--- config.mk ---
export PLATFORM = sky130hd
export DESIGN_NAME = swpc_ctrl
export DESIGN_NICKNAME = d
export VERILOG_FILES = /design/src/rtl/swpc_pkg.sv /design/src/rtl/swpc_ctrl.sv /design/src/rtl/swpc_tick.sv /design/src/rtl/swpc_tmem.sv
export SDC_FILE = /design/constraint.sdc
export NUM_CORES = 1
export LEC_CHECK = 0
export BUFFER_PORTS_ARGS = -buffer_cell sky130_fd_sc_hd__buf_2
export CAP_MARGIN = 10
export CORE_ASPECT_RATIO = 2
export CORE_UTILIZATION = 35
export CTS_CLUSTER_DIAMETER = 120
export DETAILED_ROUTE_END_ITERATION = 10
export PLACE_DENSITY = 0.52
export SKIP_CTS_REPAIR_TIMING = 1
export SLEW_MARGIN = 20
export SYNTH_ARGS = -nofsm -noshare
export SYNTH_HDL_FRONTEND = slang
export SYNTH_HIERARCHICAL = 1
export SYNTH_SLANG_ARGS = --single-unit
--- constraint.sdc ---
create_clock -name core_clk -period 4.45 [get_ports core_clk]
set_input_delay 0.2225 -clock core_clk [delete_from_list [all_inputs] [get_ports core_clk]]
set_output_delay 0.2225 -clock core_clk [all_outputs]
set_load 0.01 [all_outputs]
--- src/rtl/swpc_pkg.sv ---
// ****************************************************************
// Shared constants for the pullup controller
// ****************************************************************
package swpc_pkg;

  // Core clock and slot tick
  localparam int unsigned CLK_NS = 20;       // Core clock period
  localparam int unsigned TICK_NS = 100;     // Timing unit of all intervals
  localparam int unsigned TICK_CYC = (TICK_NS + CLK_NS - 1) / CLK_NS;
  localparam logic [3:0] TICK_LAST = 4'(TICK_CYC - 1); // Divider wrap

  // Register byte addresses
  localparam logic [7:0] ADDR_CTRL = 8'h00;  // Control register
  localparam logic [7:0] ADDR_CMD = 8'h04;   // Slot command register
  localparam logic [7:0] ADDR_STAT = 8'h08;  // Status register
  localparam logic [1:0] TIME_PAGE = 2'h1;   // addr[7:6] of timing words

  // Control field positions
  localparam int CTRL_APU = 0;   // Active line pullup enable
  localparam int CTRL_SPU = 1;   // Strong pullup arm
  localparam int CTRL_OD = 2;    // Overdrive speed select
  localparam int CTRL_MRST = 3;  // Master reset, self clearing

  // Status field positions
  localparam int STAT_BUSY = 0;  // Slot in progress
  localparam int STAT_BIT = 1;   // Last sampled read bit
  localparam int STAT_SPU = 2;   // Strong pullup conducting
  localparam int STAT_APU = 3;   // Pullup transistor on
  localparam int STAT_ARM = 4;   // Trigger armed

  // Timing parameter indices within one speed set
  localparam logic [2:0] T_RSTL = 3'h0;  // reset_low_time
  localparam logic [2:0] T_RSTH = 3'h1;  // reset_high_time
  localparam logic [2:0] T_APU = 3'h2;   // active_pullup_duration
  localparam logic [2:0] T_W0L = 3'h3;   // write_zero_low_time
  localparam logic [2:0] T_W1L = 3'h4;   // write_one_low_time
  localparam logic [2:0] T_REC = 3'h5;   // recovery_time
  localparam logic [2:0] T_MSR = 3'h6;   // master_sample_read_time

  // Reset values of the timing words, in ticks; index 15 first
  localparam logic [15:0][15:0] TIME_DEF = {
    16'h0000, 16'h0014, 16'h000A, 16'h000A,
    16'h004B, 16'h000A, 16'h0271, 16'h0271,
    16'h0000, 16'h0064, 16'h0032, 16'h003C,
    16'h0258, 16'h0032, 16'h1388, 16'h1388
  };

  // Slot kinds, encoded in the command register low bits
  typedef enum logic [1:0] {
    SWPC_SLOT_RST,
    SWPC_SLOT_W0,
    SWPC_SLOT_W1,
    SWPC_SLOT_RD
  } swpc_slot_t;

  // Sequencer phases
  typedef enum logic [1:0] {
    SWPC_IDLE,
    SWPC_LOW,
    SWPC_HIGH1,
    SWPC_HIGH2
  } swpc_phase_t;

endpackage

--- src/rtl/swpc_ctrl.sv ---
`timescale 1ns/10ps
`default_nettype none
// Operation
// Strong pullup reuses the active pullup transistor
// Strong pullup slot rising edge acts like active pullup
// Strong pullup holds until command, disable, reset
// Strong pullup end clears its enable automatically
// Strong pullup leaves active pullup setting alone
// Active pullup starts only on low-to-high crossing
// No active pullup outside reset cycles, slots
// Trigger arms when initial low interval ends
// Reset: low, arm, on for pullup duration
// Reset: rearm for presence end, hold to end
// Write-zero: low, arm, hold until recovery ends
// Write-one: low, arm, hold through long recovery
// Read: low for write-one time, then pullup, arm
// Read: sample line at sample time from start
// Slave releases zero after its response time
// Read-one pullup holds to long slot end
// Software normally enables active line pullup
// Software arms strong pullup before slot commands
// Overdrive selects fast timing for every waveform
// All intervals come from programmable timing words
module swpc_ctrl (
  input wire logic core_clk,           // Core clock, 50 MHz
  input wire logic resetn,             // Async reset, active low
  input wire logic [7:0] reg_addr,     // Register byte address
  input wire logic [31:0] reg_wdata,   // Register write data
  input wire logic reg_wr,             // Write strobe
  input wire logic reg_rd,             // Read strobe
  output logic [31:0] reg_rdata,       // Read data, cycle after strobe
  input wire logic line_in,            // Line above pullup_on_threshold
  output logic line_low_oe,            // Drive line low
  output logic normal_pullup_en,       // normal_pullup_resistor on
  output logic apu_drive               // active_pullup_impedance on
);

  // ****************************************************************
  // State
  // ****************************************************************
  typedef struct packed {
    logic apu_en;                   // active_line_pullup enable
    logic spu_arm;                  // Strong pullup enable
    logic spu_rearm;                // Arm written while conducting
    logic od;                       // Overdrive speed
    logic pend;                     // Slot waiting for next tick
    swpc_pkg::swpc_slot_t slot;     // Current slot kind
    swpc_pkg::swpc_phase_t phase;   // Sequencer phase
    logic [15:0] phase_cnt;         // Ticks in phase
    logic [15:0] slot_cnt;          // Ticks since slot start
    logic [15:0] apu_cnt;           // Ticks since trigger
    logic armed;                    // Trigger armed
    logic apu_on;                   // Active pullup conducting
    logic first_done;               // Reset: first pulse over
    logic spu_active;               // Strong pullup conducting
    logic read_bit;                 // Sampled read value
    logic line_q;                   // Previous line level
    logic low_oe;                   // Line low driver
    logic pu_en;                    // Normal pullup resistor
    logic apu_out;                  // Pullup transistor
    logic [31:0] rdata;             // Read data
  } swpc_st_t;

  swpc_st_t st_r;    // State
  swpc_st_t st_nxt;  // Next state

  logic tick;               // Timing unit enable
  logic [15:0] time_a;      // Phase length word
  logic [15:0] time_b;      // Pulse length or sample time word
  logic [3:0] idx_a;        // Phase word index
  logic [3:0] idx_b;        // Second word index
  logic tmem_wr;            // Timing word write

  // ****************************************************************
  // Phase to timing word decode
  // ****************************************************************
  // Word that ends the given phase of the given slot
  function automatic logic [2:0] phase_word(
    input swpc_pkg::swpc_phase_t ph,
    input swpc_pkg::swpc_slot_t sl
  );
    logic [2:0] w;
    w = swpc_pkg::T_REC;
    case (ph)
      swpc_pkg::SWPC_IDLE, swpc_pkg::SWPC_LOW: begin
        case (sl)
          swpc_pkg::SWPC_SLOT_RST: w = swpc_pkg::T_RSTL;
          swpc_pkg::SWPC_SLOT_W0: w = swpc_pkg::T_W0L;
          default: w = swpc_pkg::T_W1L;
        endcase
      end
      swpc_pkg::SWPC_HIGH1: begin
        if (sl == swpc_pkg::SWPC_SLOT_RST) begin
          w = swpc_pkg::T_RSTH;
        end else begin
          w = swpc_pkg::T_W0L;
        end
      end
      default: w = swpc_pkg::T_REC;
    endcase
    return w;
  endfunction

  // Speed set chosen by overdrive bit
  assign idx_a = {st_r.od, phase_word(st_r.phase, st_r.slot)};
  assign idx_b = {st_r.od, (st_r.slot == swpc_pkg::SWPC_SLOT_RD) ?
                  swpc_pkg::T_MSR : swpc_pkg::T_APU};
  assign tmem_wr = reg_wr && (reg_addr[7:6] == swpc_pkg::TIME_PAGE);

  // ****************************************************************
  // Submodules
  // ****************************************************************
  swpc_tick u_tick (
    .core_clk(core_clk),
    .resetn(resetn),
    .tick(tick)
  );

  swpc_tmem u_tmem (
    .core_clk(core_clk),
    .resetn(resetn),
    .wr_en(tmem_wr),
    .wr_idx(reg_addr[5:2]),
    .wr_data(reg_wdata[15:0]),
    .rd_a_idx(idx_a),
    .rd_b_idx(idx_b),
    .rd_a(time_a),
    .rd_b(time_b)
  );

  // ****************************************************************
  // Next state
  // ****************************************************************
  always_comb begin
    logic rise;          // Line crossed threshold upward
    logic cmd_go;        // Slot command accepted
    logic spu_end;       // Strong pullup stops now
    logic phase_done;    // Current phase interval elapsed
    logic [15:0] p_inc;  // Phase count after tick
    logic [15:0] s_inc;  // Slot count after tick
    logic [15:0] a_inc;  // Pulse count after tick
    rise = 1'b0;
    cmd_go = 1'b0;
    spu_end = 1'b0;
    phase_done = 1'b0;
    p_inc = st_r.phase_cnt + 16'h0001;
    s_inc = st_r.slot_cnt + 16'h0001;
    a_inc = st_r.apu_cnt + 16'h0001;
    st_nxt = st_r;
    st_nxt.line_q = line_in;
    st_nxt.rdata = 32'h0000_0000;
    // Only a low-to-high crossing of the threshold triggers
    rise = line_in && !st_r.line_q;

    // Register writes
    if (reg_wr && reg_addr == swpc_pkg::ADDR_CTRL) begin
      st_nxt.apu_en = reg_wdata[swpc_pkg::CTRL_APU];
      st_nxt.od = reg_wdata[swpc_pkg::CTRL_OD];
      st_nxt.spu_arm = reg_wdata[swpc_pkg::CTRL_SPU];
      if (st_r.spu_active && reg_wdata[swpc_pkg::CTRL_SPU]) begin
        st_nxt.spu_rearm = 1'b1;
      end
      // Software disable ends conduction
      if (!reg_wdata[swpc_pkg::CTRL_SPU]) begin
        spu_end = 1'b1;
        st_nxt.spu_rearm = 1'b0;
      end
    end
    if (reg_wr && reg_addr == swpc_pkg::ADDR_CMD &&
        st_r.phase == swpc_pkg::SWPC_IDLE && !st_r.pend) begin
      cmd_go = 1'b1;
      st_nxt.pend = 1'b1;
      st_nxt.slot = swpc_pkg::swpc_slot_t'(reg_wdata[1:0]);
      // New bus communication ends conduction
      spu_end = 1'b1;
    end

    // Slot start waits for a tick so the timing words settle
    if (st_r.pend && tick) begin
      st_nxt.pend = 1'b0;
      st_nxt.phase = swpc_pkg::SWPC_LOW;
      st_nxt.phase_cnt = 16'h0000;
      st_nxt.slot_cnt = 16'h0000;
      st_nxt.first_done = 1'b0;
    end

    // Interval counting
    if (tick && st_r.phase != swpc_pkg::SWPC_IDLE) begin
      st_nxt.phase_cnt = p_inc;
      st_nxt.slot_cnt = s_inc;
      if (st_r.phase == swpc_pkg::SWPC_HIGH1 &&
          st_r.slot != swpc_pkg::SWPC_SLOT_RST) begin
        phase_done = (s_inc >= time_a);
      end else begin
        phase_done = (p_inc >= time_a);
      end
      // Read value taken at sample time from slot start
      if (st_r.slot == swpc_pkg::SWPC_SLOT_RD && s_inc == time_b) begin
        st_nxt.read_bit = line_in;
      end
    end

    // Phase sequencing
    case (st_r.phase)
      swpc_pkg::SWPC_IDLE: begin
        st_nxt.armed = 1'b0;
      end
      swpc_pkg::SWPC_LOW: begin
        if (phase_done) begin
          st_nxt.phase_cnt = 16'h0000;
          // Arm right after the initial low interval
          st_nxt.armed = st_r.apu_en || st_r.spu_arm;
          // Write-zero goes straight to recovery
          if (st_r.slot == swpc_pkg::SWPC_SLOT_W0) begin
            st_nxt.phase = swpc_pkg::SWPC_HIGH2;
          end else begin
            st_nxt.phase = swpc_pkg::SWPC_HIGH1;
          end
        end
      end
      swpc_pkg::SWPC_HIGH1: begin
        if (phase_done) begin
          st_nxt.phase_cnt = 16'h0000;
          if (st_r.slot == swpc_pkg::SWPC_SLOT_RST) begin
            st_nxt.phase = swpc_pkg::SWPC_IDLE;
          end else begin
            // Then recovery: slot ends at w0l plus rec
            st_nxt.phase = swpc_pkg::SWPC_HIGH2;
          end
        end
      end
      swpc_pkg::SWPC_HIGH2: begin
        if (phase_done) begin
          st_nxt.phase_cnt = 16'h0000;
          st_nxt.phase = swpc_pkg::SWPC_IDLE;
        end
      end
      default: begin
        st_nxt.phase = swpc_pkg::SWPC_IDLE;
      end
    endcase

    // Trigger: fires only while armed inside a cycle or slot
    if (st_r.armed && rise && st_r.phase != swpc_pkg::SWPC_IDLE &&
        st_r.phase != swpc_pkg::SWPC_LOW) begin
      st_nxt.armed = 1'b0;
      st_nxt.apu_on = 1'b1;
      st_nxt.apu_cnt = 16'h0000;
      if (st_r.spu_arm && st_r.slot != swpc_pkg::SWPC_SLOT_RST) begin
        st_nxt.spu_active = 1'b1;
      end
    end else if (st_r.apu_on && tick) begin
      st_nxt.apu_cnt = a_inc;
      // Reset cycle: first pulse lasts the pullup duration
      if (st_r.slot == swpc_pkg::SWPC_SLOT_RST && !st_r.first_done &&
          a_inc >= time_b) begin
        st_nxt.apu_on = 1'b0;
        st_nxt.first_done = 1'b1;
        st_nxt.armed = 1'b1;
      end
    end

    // Slot end drops the active pullup and any leftover arm
    if (st_nxt.phase == swpc_pkg::SWPC_IDLE) begin
      st_nxt.apu_on = 1'b0;
      st_nxt.armed = 1'b0;
    end

    // Ending conduction clears the enable, unless rearmed
    if (spu_end && st_r.spu_active) begin
      st_nxt.spu_active = 1'b0;
      st_nxt.spu_arm = st_nxt.spu_rearm;
      st_nxt.spu_rearm = 1'b0;
    end
    // The active pullup enable is never touched here

    // Self-clearing master reset returns control to defaults
    if (reg_wr && reg_addr == swpc_pkg::ADDR_CTRL &&
        reg_wdata[swpc_pkg::CTRL_MRST]) begin
      st_nxt = '0;
      st_nxt.line_q = line_in;
    end

    // Register reads, data valid for one cycle
    if (reg_rd) begin
      case (reg_addr)
        swpc_pkg::ADDR_CTRL: begin
          st_nxt.rdata[swpc_pkg::CTRL_APU] = st_r.apu_en;
          st_nxt.rdata[swpc_pkg::CTRL_SPU] = st_r.spu_arm;
          st_nxt.rdata[swpc_pkg::CTRL_OD] = st_r.od;
        end
        swpc_pkg::ADDR_STAT: begin
          st_nxt.rdata[swpc_pkg::STAT_BUSY] =
            st_r.pend || (st_r.phase != swpc_pkg::SWPC_IDLE);
          st_nxt.rdata[swpc_pkg::STAT_BIT] = st_r.read_bit;
          st_nxt.rdata[swpc_pkg::STAT_SPU] = st_r.spu_active;
          st_nxt.rdata[swpc_pkg::STAT_APU] = st_r.apu_out;
          st_nxt.rdata[swpc_pkg::STAT_ARM] = st_r.armed;
        end
        default: begin
          st_nxt.rdata = 32'h0000_0000;
        end
      endcase
    end

    // Pin drivers from the next state, one transistor for both
    st_nxt.low_oe = (st_nxt.phase == swpc_pkg::SWPC_LOW);
    st_nxt.pu_en = !st_nxt.low_oe;
    st_nxt.apu_out = st_nxt.apu_on || st_nxt.spu_active;
  end

  // ****************************************************************
  // State register
  // ****************************************************************
  always_ff @(posedge core_clk or negedge resetn) begin
    if (!resetn) begin
      st_r <= '0;
    end else begin
      st_r <= st_nxt;
    end
  end

  // Outputs straight from flip-flops
  assign reg_rdata = st_r.rdata;
  assign line_low_oe = st_r.low_oe;
  assign normal_pullup_en = st_r.pu_en;
  assign apu_drive = st_r.apu_out;

endmodule
`default_nettype wire

--- src/rtl/swpc_tick.sv ---
`timescale 1ns/10ps
`default_nettype none
// ****************************************************************
// Tick divider: one-cycle enable every timing unit
// ****************************************************************
module swpc_tick (
  input wire logic core_clk,  // Core clock
  input wire logic resetn,    // Async reset, active low
  output logic tick           // One-cycle tick pulse
);

  typedef struct packed {
    logic [3:0] cnt;  // Cycle counter
    logic tick;       // Registered pulse
  } swpc_tick_st_t;

  swpc_tick_st_t st_r;   // State
  swpc_tick_st_t st_nxt; // Next state

  // Count core cycles and pulse on wrap
  always_comb begin
    st_nxt = st_r;
    st_nxt.tick = 1'b0;
    if (st_r.cnt == swpc_pkg::TICK_LAST) begin
      st_nxt.cnt = 4'h0;
      st_nxt.tick = 1'b1;
    end else begin
      st_nxt.cnt = st_r.cnt + 4'h1;
    end
  end

  // State register
  always_ff @(posedge core_clk or negedge resetn) begin
    if (!resetn) begin
      st_r <= '0;
    end else begin
      st_r <= st_nxt;
    end
  end

  assign tick = st_r.tick;

endmodule
`default_nettype wire

--- src/rtl/swpc_tmem.sv ---
`timescale 1ns/10ps
`default_nettype none
// ****************************************************************
// Timing word store: two speed sets, two registered read ports
// ****************************************************************
module swpc_tmem (
  input wire logic core_clk,         // Core clock
  input wire logic resetn,           // Async reset, active low
  input wire logic wr_en,            // Write strobe
  input wire logic [3:0] wr_idx,     // Write index
  input wire logic [15:0] wr_data,   // Write data
  input wire logic [3:0] rd_a_idx,   // Read port A index
  input wire logic [3:0] rd_b_idx,   // Read port B index
  output logic [15:0] rd_a,          // Read port A data
  output logic [15:0] rd_b           // Read port B data
);

  typedef struct packed {
    logic [15:0][15:0] mem;  // Timing words
    logic [15:0] a;          // Port A data
    logic [15:0] b;          // Port B data
  } swpc_tmem_st_t;

  swpc_tmem_st_t st_r;   // State
  swpc_tmem_st_t st_nxt; // Next state

  // Write one word, read two words
  always_comb begin
    st_nxt = st_r;
    if (wr_en) begin
      st_nxt.mem[wr_idx] = wr_data;
    end
    st_nxt.a = st_r.mem[rd_a_idx];
    st_nxt.b = st_r.mem[rd_b_idx];
  end

  // State register, words start at their default timing
  always_ff @(posedge core_clk or negedge resetn) begin
    if (!resetn) begin
      st_r.mem <= swpc_pkg::TIME_DEF;
      st_r.a <= 16'h0000;
      st_r.b <= 16'h0000;
    end else begin
      st_r <= st_nxt;
    end
  end

  assign rd_a = st_r.a;
  assign rd_b = st_r.b;

endmodule
`default_nettype wire

After elaboration in Yosys (flattened, before gate mapping)
Cells that the tools add are included.
{ "classes": {"n_reduce_logical": 45, "eq_ne": 12, "n_addsub": 4, "mux": 50, "magnitude_cmp": 7} }
{ "ops": {"columns": ["op", "count"], "rows": [
  ["256-bit bitwise mux", 1],
  ["16-bit binary-select mux with 4-bit select", 2],
  ["98-bit 2-to-1 mux", 1],
  ["18-bit 2-to-1 mux", 4],
  ["16-bit demux with 4-bit select", 1],
  ["32-bit 2-to-1 mux", 2],
  ["18-bit one-hot mux with 3 select lines", 1],
  ["16-bit by 1-bit adder with 16-bit output, second input constant", 3],
  ["16-bit greater-or-equal comparator", 3],
  ["16-bit 2-to-1 mux", 3],
  ["34-bit 2-to-1 mux", 1],
  ["27-bit 2-to-1 mux", 1],
  ["1-bit logical AND", 21],
  ["19-bit 2-to-1 mux", 1],
  ["1-bit 2-to-1 mux", 18],
  ["3-bit one-hot mux with 2 select lines", 3],
  ["16-bit == test", 1],
  ["4-bit by 5-bit < comparator with 1-bit output, second input constant", 3],
  ["2-bit nonzero test", 6],
  ["3-bit nonzero test", 4],
  ["3-bit 2-to-1 mux", 3],
  ["2-bit by 1-bit == test with 1-bit output, second input constant", 4],
  ["8-bit by 3-bit == test with 1-bit output, second input constant", 1],
  ["8-bit by 4-bit == test with 1-bit output, second input constant", 1],
  ["other kinds (15)", 29]
]} }
{ "totals": {"wordCells": 158, "in_bits": 45, "out_inout_bits": 35, "reg_bits": 391} }

Depth between registers and ports, before layout
{ "logic_depth": {"ltp_word": 13, "ltp_mapped": 15, "ltp_nobuf": 14} }

Cells and area by module
Netlist, hierarchy kept.
{ "modules_own_cells": {"columns": ["mod", "seq_area_each_um2", "area_per_inst_um2", "cells_per_inst", "n_inst"], "rows": [
  ["swpc_tmem", 7268.2, 14580.2, 911, 1],
  ["swpc_ctrl", 1776.7, 5770.5, 682, 1],
  ["swpc_tick", 125.1, 219.0, 18, 1]
]} }

Least setup slack after synthesis
No wires, ideal clock.
{ "synth_timing": {"path_kind": "register to register", "startpoint": "reg st_r[57] (netlist name)", "endpoint": "reg st_r, in the netlist line_low_oe", "required_time_ns": 4.382, "path_slack_ns": 1.030, "t_arrival_ns": 3.352, "path_stages_with_launch": 13, "setup_ns": 0.068, "n_path_buf": 1, "period_less_slack_ns": 3.420, "cell_sequence": "dfrtp_1 -> ha_1 -> nand4_2 -> or4_4 -> xor2_1 -> inv_1 -> ha_1 -> nand4_1 -> or3_1 -> o2111a_1 -> clkbuf_1 -> o31ai_1 -> and4_1"} }
{ "synth_lines": {"columns": ["item", "line", "text"], "rows": [
  ["end signal, assigned", "swpc_ctrl.sv:319", "st_r <= st_nxt;"],
  ["end, declared", "swpc_ctrl.sv:64", "swpc_st_t st_r;"]
]} }

==> results.json <==
{
  "std_cell_rows": 125,
  "critPathKind": "flop to flop",
  "ys_seq_area_frac": 0.4458,
  "synth-main-ff-cell": "dfrtp_1",
  "fin_area_sq_mm": 0.02244,
  "final_common_cell": "dfrtp_1",
  "root_buffer": "clkbuf_16",
  "synthCells": 1611,
  "finClkSkew_ps": 23.24,
  "cp-end-kind": "flop",
  "status": "complete, no violations",
  "cts.sinks": 364,
  "synth_area_sq_mm": 0.02057,
  "hold_path_end": "idx_a[3]",
  "final_cell_mix": "315 x dfrtp_1, 236 x mux2_2, 128 x mux4_2",
  "dp_cells": 2306,
  "gr-total-overflow": 0,
  "ios": 80,
  "synthMuxAreaShare": 0.2876,
  "peakVddDrop_mv": 0.1909,
  "r2r-start": "st_r[73]",
  "synth_xor_area_frac": 0.02908,
  "core_sq_mm": 0.05802,
  "power.density_mw_per_mm2": 438.9,
  "relSlewSlack": 0.2660,
  "p_leak_nw": 9.840,
  "worst_pin_slew_ps": 1101,
  "worst_ep_arrival_time_ps": 4480,
  "synth-adder-area-share": 0.03224,
  "path_clk_slew_ps": 70,
  "ys_warn_count": 6,
  "fmax_mhz": 250.3,
  "hp-start": "reg_wdata[2]",
  "grt_max_degree": 111,
  "clock_latency_ps": 570,
  "num_antenna_cells": 0,
  "finalSetupTns_ps": 0,
  "cts_tree": "done",
  "die_w_um": 173.4,
  "viasPerCell": 5.565,
  "dieArea_sq_mm": 0.05980,
  "htree_levels": 2,
  "antenna_left": 0,
  "hp-class": "input port to flop",
  "initial_core_util": 0.3545,
  "portBuffers": 36,
  "synth_compound_area_frac": 0.06764,
  "fin_cells": 2377,
  "drt-initial-drc-count": 744,
  "syn_to_final_growth_pct": 9.082,
  "cts_buffers": 37,
  "worst-r2r-cell-count": 13,
  "antenna_found_initial": 1,
  "first_pass_iters": 5,
  "clockBufferDepth": 3,
  "wire_per_inst_um": 24.68,
  "finalWeightedCongestion": 0.8580,
  "yosys.area_share.simple": 0.08175,
  "dp_hpwl_um": 39400,
  "crit_required_ps": 4940,
  "whs_path_depth": 3,
  "final-setup-viol-count": 0,
  "maxSlewViolCount": 0,
  "drc": 0,
  "num_vias": 13227,
  "drv_cap": 0,
  "synth-edff-count": 0,
  "track_usage": 0.2004,
  "period_needed_ps": 3996,
  "startpoint_type": "flop",
  "placed_area_sq_mm": 0.02120,
  "synth_top_family_by_area": "multiplexers",
  "rrSetupSlack_ps": 450,
  "async_reset_ff_frac": 1.000,
  "routed_wl_um": 58660,
  "holdWs_ps": 106.5,
  "fin_nets": 1684,
  "crit_fanout": 6,
  "grt_pass1_wl_um": 89110,
  "rsz0062_at_grt": "false",
  "drive_gt1_frac": 0.3715,
  "hold_viol": 0,
  "period_share": 0.8980,
  "r2r-end": "st_r[74]",
  "die_y_um": 344.8,
  "synth.lib_cells_used.distinct": 73,
  "grt_pass1_vias": 14282,
  "fillers": 5467,
  "synth.ff_latch_count": 364,
  "syn_avg_cell_area_sq_um": 12.77
}
[registers in the layout, indices dropped and copies added (netlist names), 4 cells and up]
signal and count:
u_tick/st_r 4, u_tmem/rd_a 16, st_r 62, reg_rdata 5
u_tmem/st_r 256, u_tmem/rd_b 16
[worst max path at each step]
stage / cells past startpoint / from / endpoint
after floorplan: 12 / st_r[57] / line_low_oe
after global placement: 13 / st_r[73] / st_r[82]
after CTS: 13 / st_r[73] / st_r[83]
after global routing: 13 / st_r[73] / st_r[77]
after detailed placement: 13 / st_r[73] / st_r[77]
final: 13 / st_r[73] / st_r[74]
[area by class of cell]
class,count,area [sq um],share of cell area
Clock buffer,59,1079,0.04807
Clock inverter,9,127.6,0.005688
Inverter,47,176.4,0.007863
Multi-Input combinational cell,1062,10410,0.4640
Sequential cell,364,9170,0.4087
Tap cell,762,953.4,0.04249
Timing Repair Buffer,74,520.5,0.02320
[worst max-delay path: stages, from the launching register on]
cell and delay (ps):
dfrtp_1 480, ha_1 270, nand3_1 180, nor2_1 290
and3_1 280, nand3_1 120, xnor2_1 220, ha_1 290
nor2b_1 140, o21ai_0 190, nand3b_1 130, o31a_1 450
a21oi_1 650, a22o_1 220
[power by group]
part	internal (mW)	switching [mW]	leakage, nW	total, mW
Sequential	3.82	0.420	4.69	4.24
Combinational	1.20	1.21	4.57	2.41
Clock	1.79	1.40	0.583	3.20
Total	6.82	3.03	9.84	9.85
[stage by stage]
stage	util	setup slack (ps)	power [mW]
after global routing	0.3867	189.6	10.32
final	0.3867	454.1	9.848
after detailed placement	0.3654	517.8	6.706
after global placement	0.3653	638.6	6.617
after CTS	0.3862	475.7	9.938
after floorplan	-	1030	6.018
[logic make-up (layout without fill, tap and decap cells)]
group | after synthesis | after routing
XOR/XNOR | 62 | 62
other | 2 | 29
multiplexers | 391 | 391
buffers and inverters | 212 | 189
flip-flops | 364 | 364
adder cells (fa/ha/maj) | 53 | 53
AND/OR/NAND/NOR | 323 | 323
AO/OA/AOI/OAI | 204 | 204
[synth_stat cells (all sizes together) (7+ instances only)]
cell type | number | area [sq um]
mux2 | 257 | 2973
nand3 | 25 | 130.1
ha | 53 | 663.1
mux4 | 128 | 2883
xor2 | 27 | 236.5
buf | 108 | 752.0
clkbuf | 57 | 214.0
nor2 | 73 | 299.0
xnor2 | 31 | 271.5
o21ai | 45 | 225.2
and2 | 10 | 62.56
dfstp | 49 | 1287
nand2b | 13 | 81.33
inv | 47 | 176.4
nand2 | 101 | 381.6
or2 | 7 | 43.79
a21oi | 30 | 150.1
or3 | 10 | 63.81
a21o | 7 | 52.55
nor4 | 7 | 65.06
nand4 | 14 | 108.9
dfrtp | 315 | 7883
and3 | 12 | 78.82
a22oi | 71 | 533.0
a22o | 8 | 70.07
nor2b | 12 | 75.07
nor3 | 22 | 110.1
[routing by layer]
| metal | vias to the layer above | part of all wire | track usage |
|---|---|---|---|
| li1 | 5806 | - | - |
| met1 | 6941 | 0.36 | 0.2073 |
| met2 | 319 | 0.55 | 0.3857 |
| met3 | 159 | 0.028 | 0.02089 |
| met4 | 2 | 0.064 | 0.1217 |
| met5 | - | 0.00020 | 0 |
(Power assumes the default switching activity.)
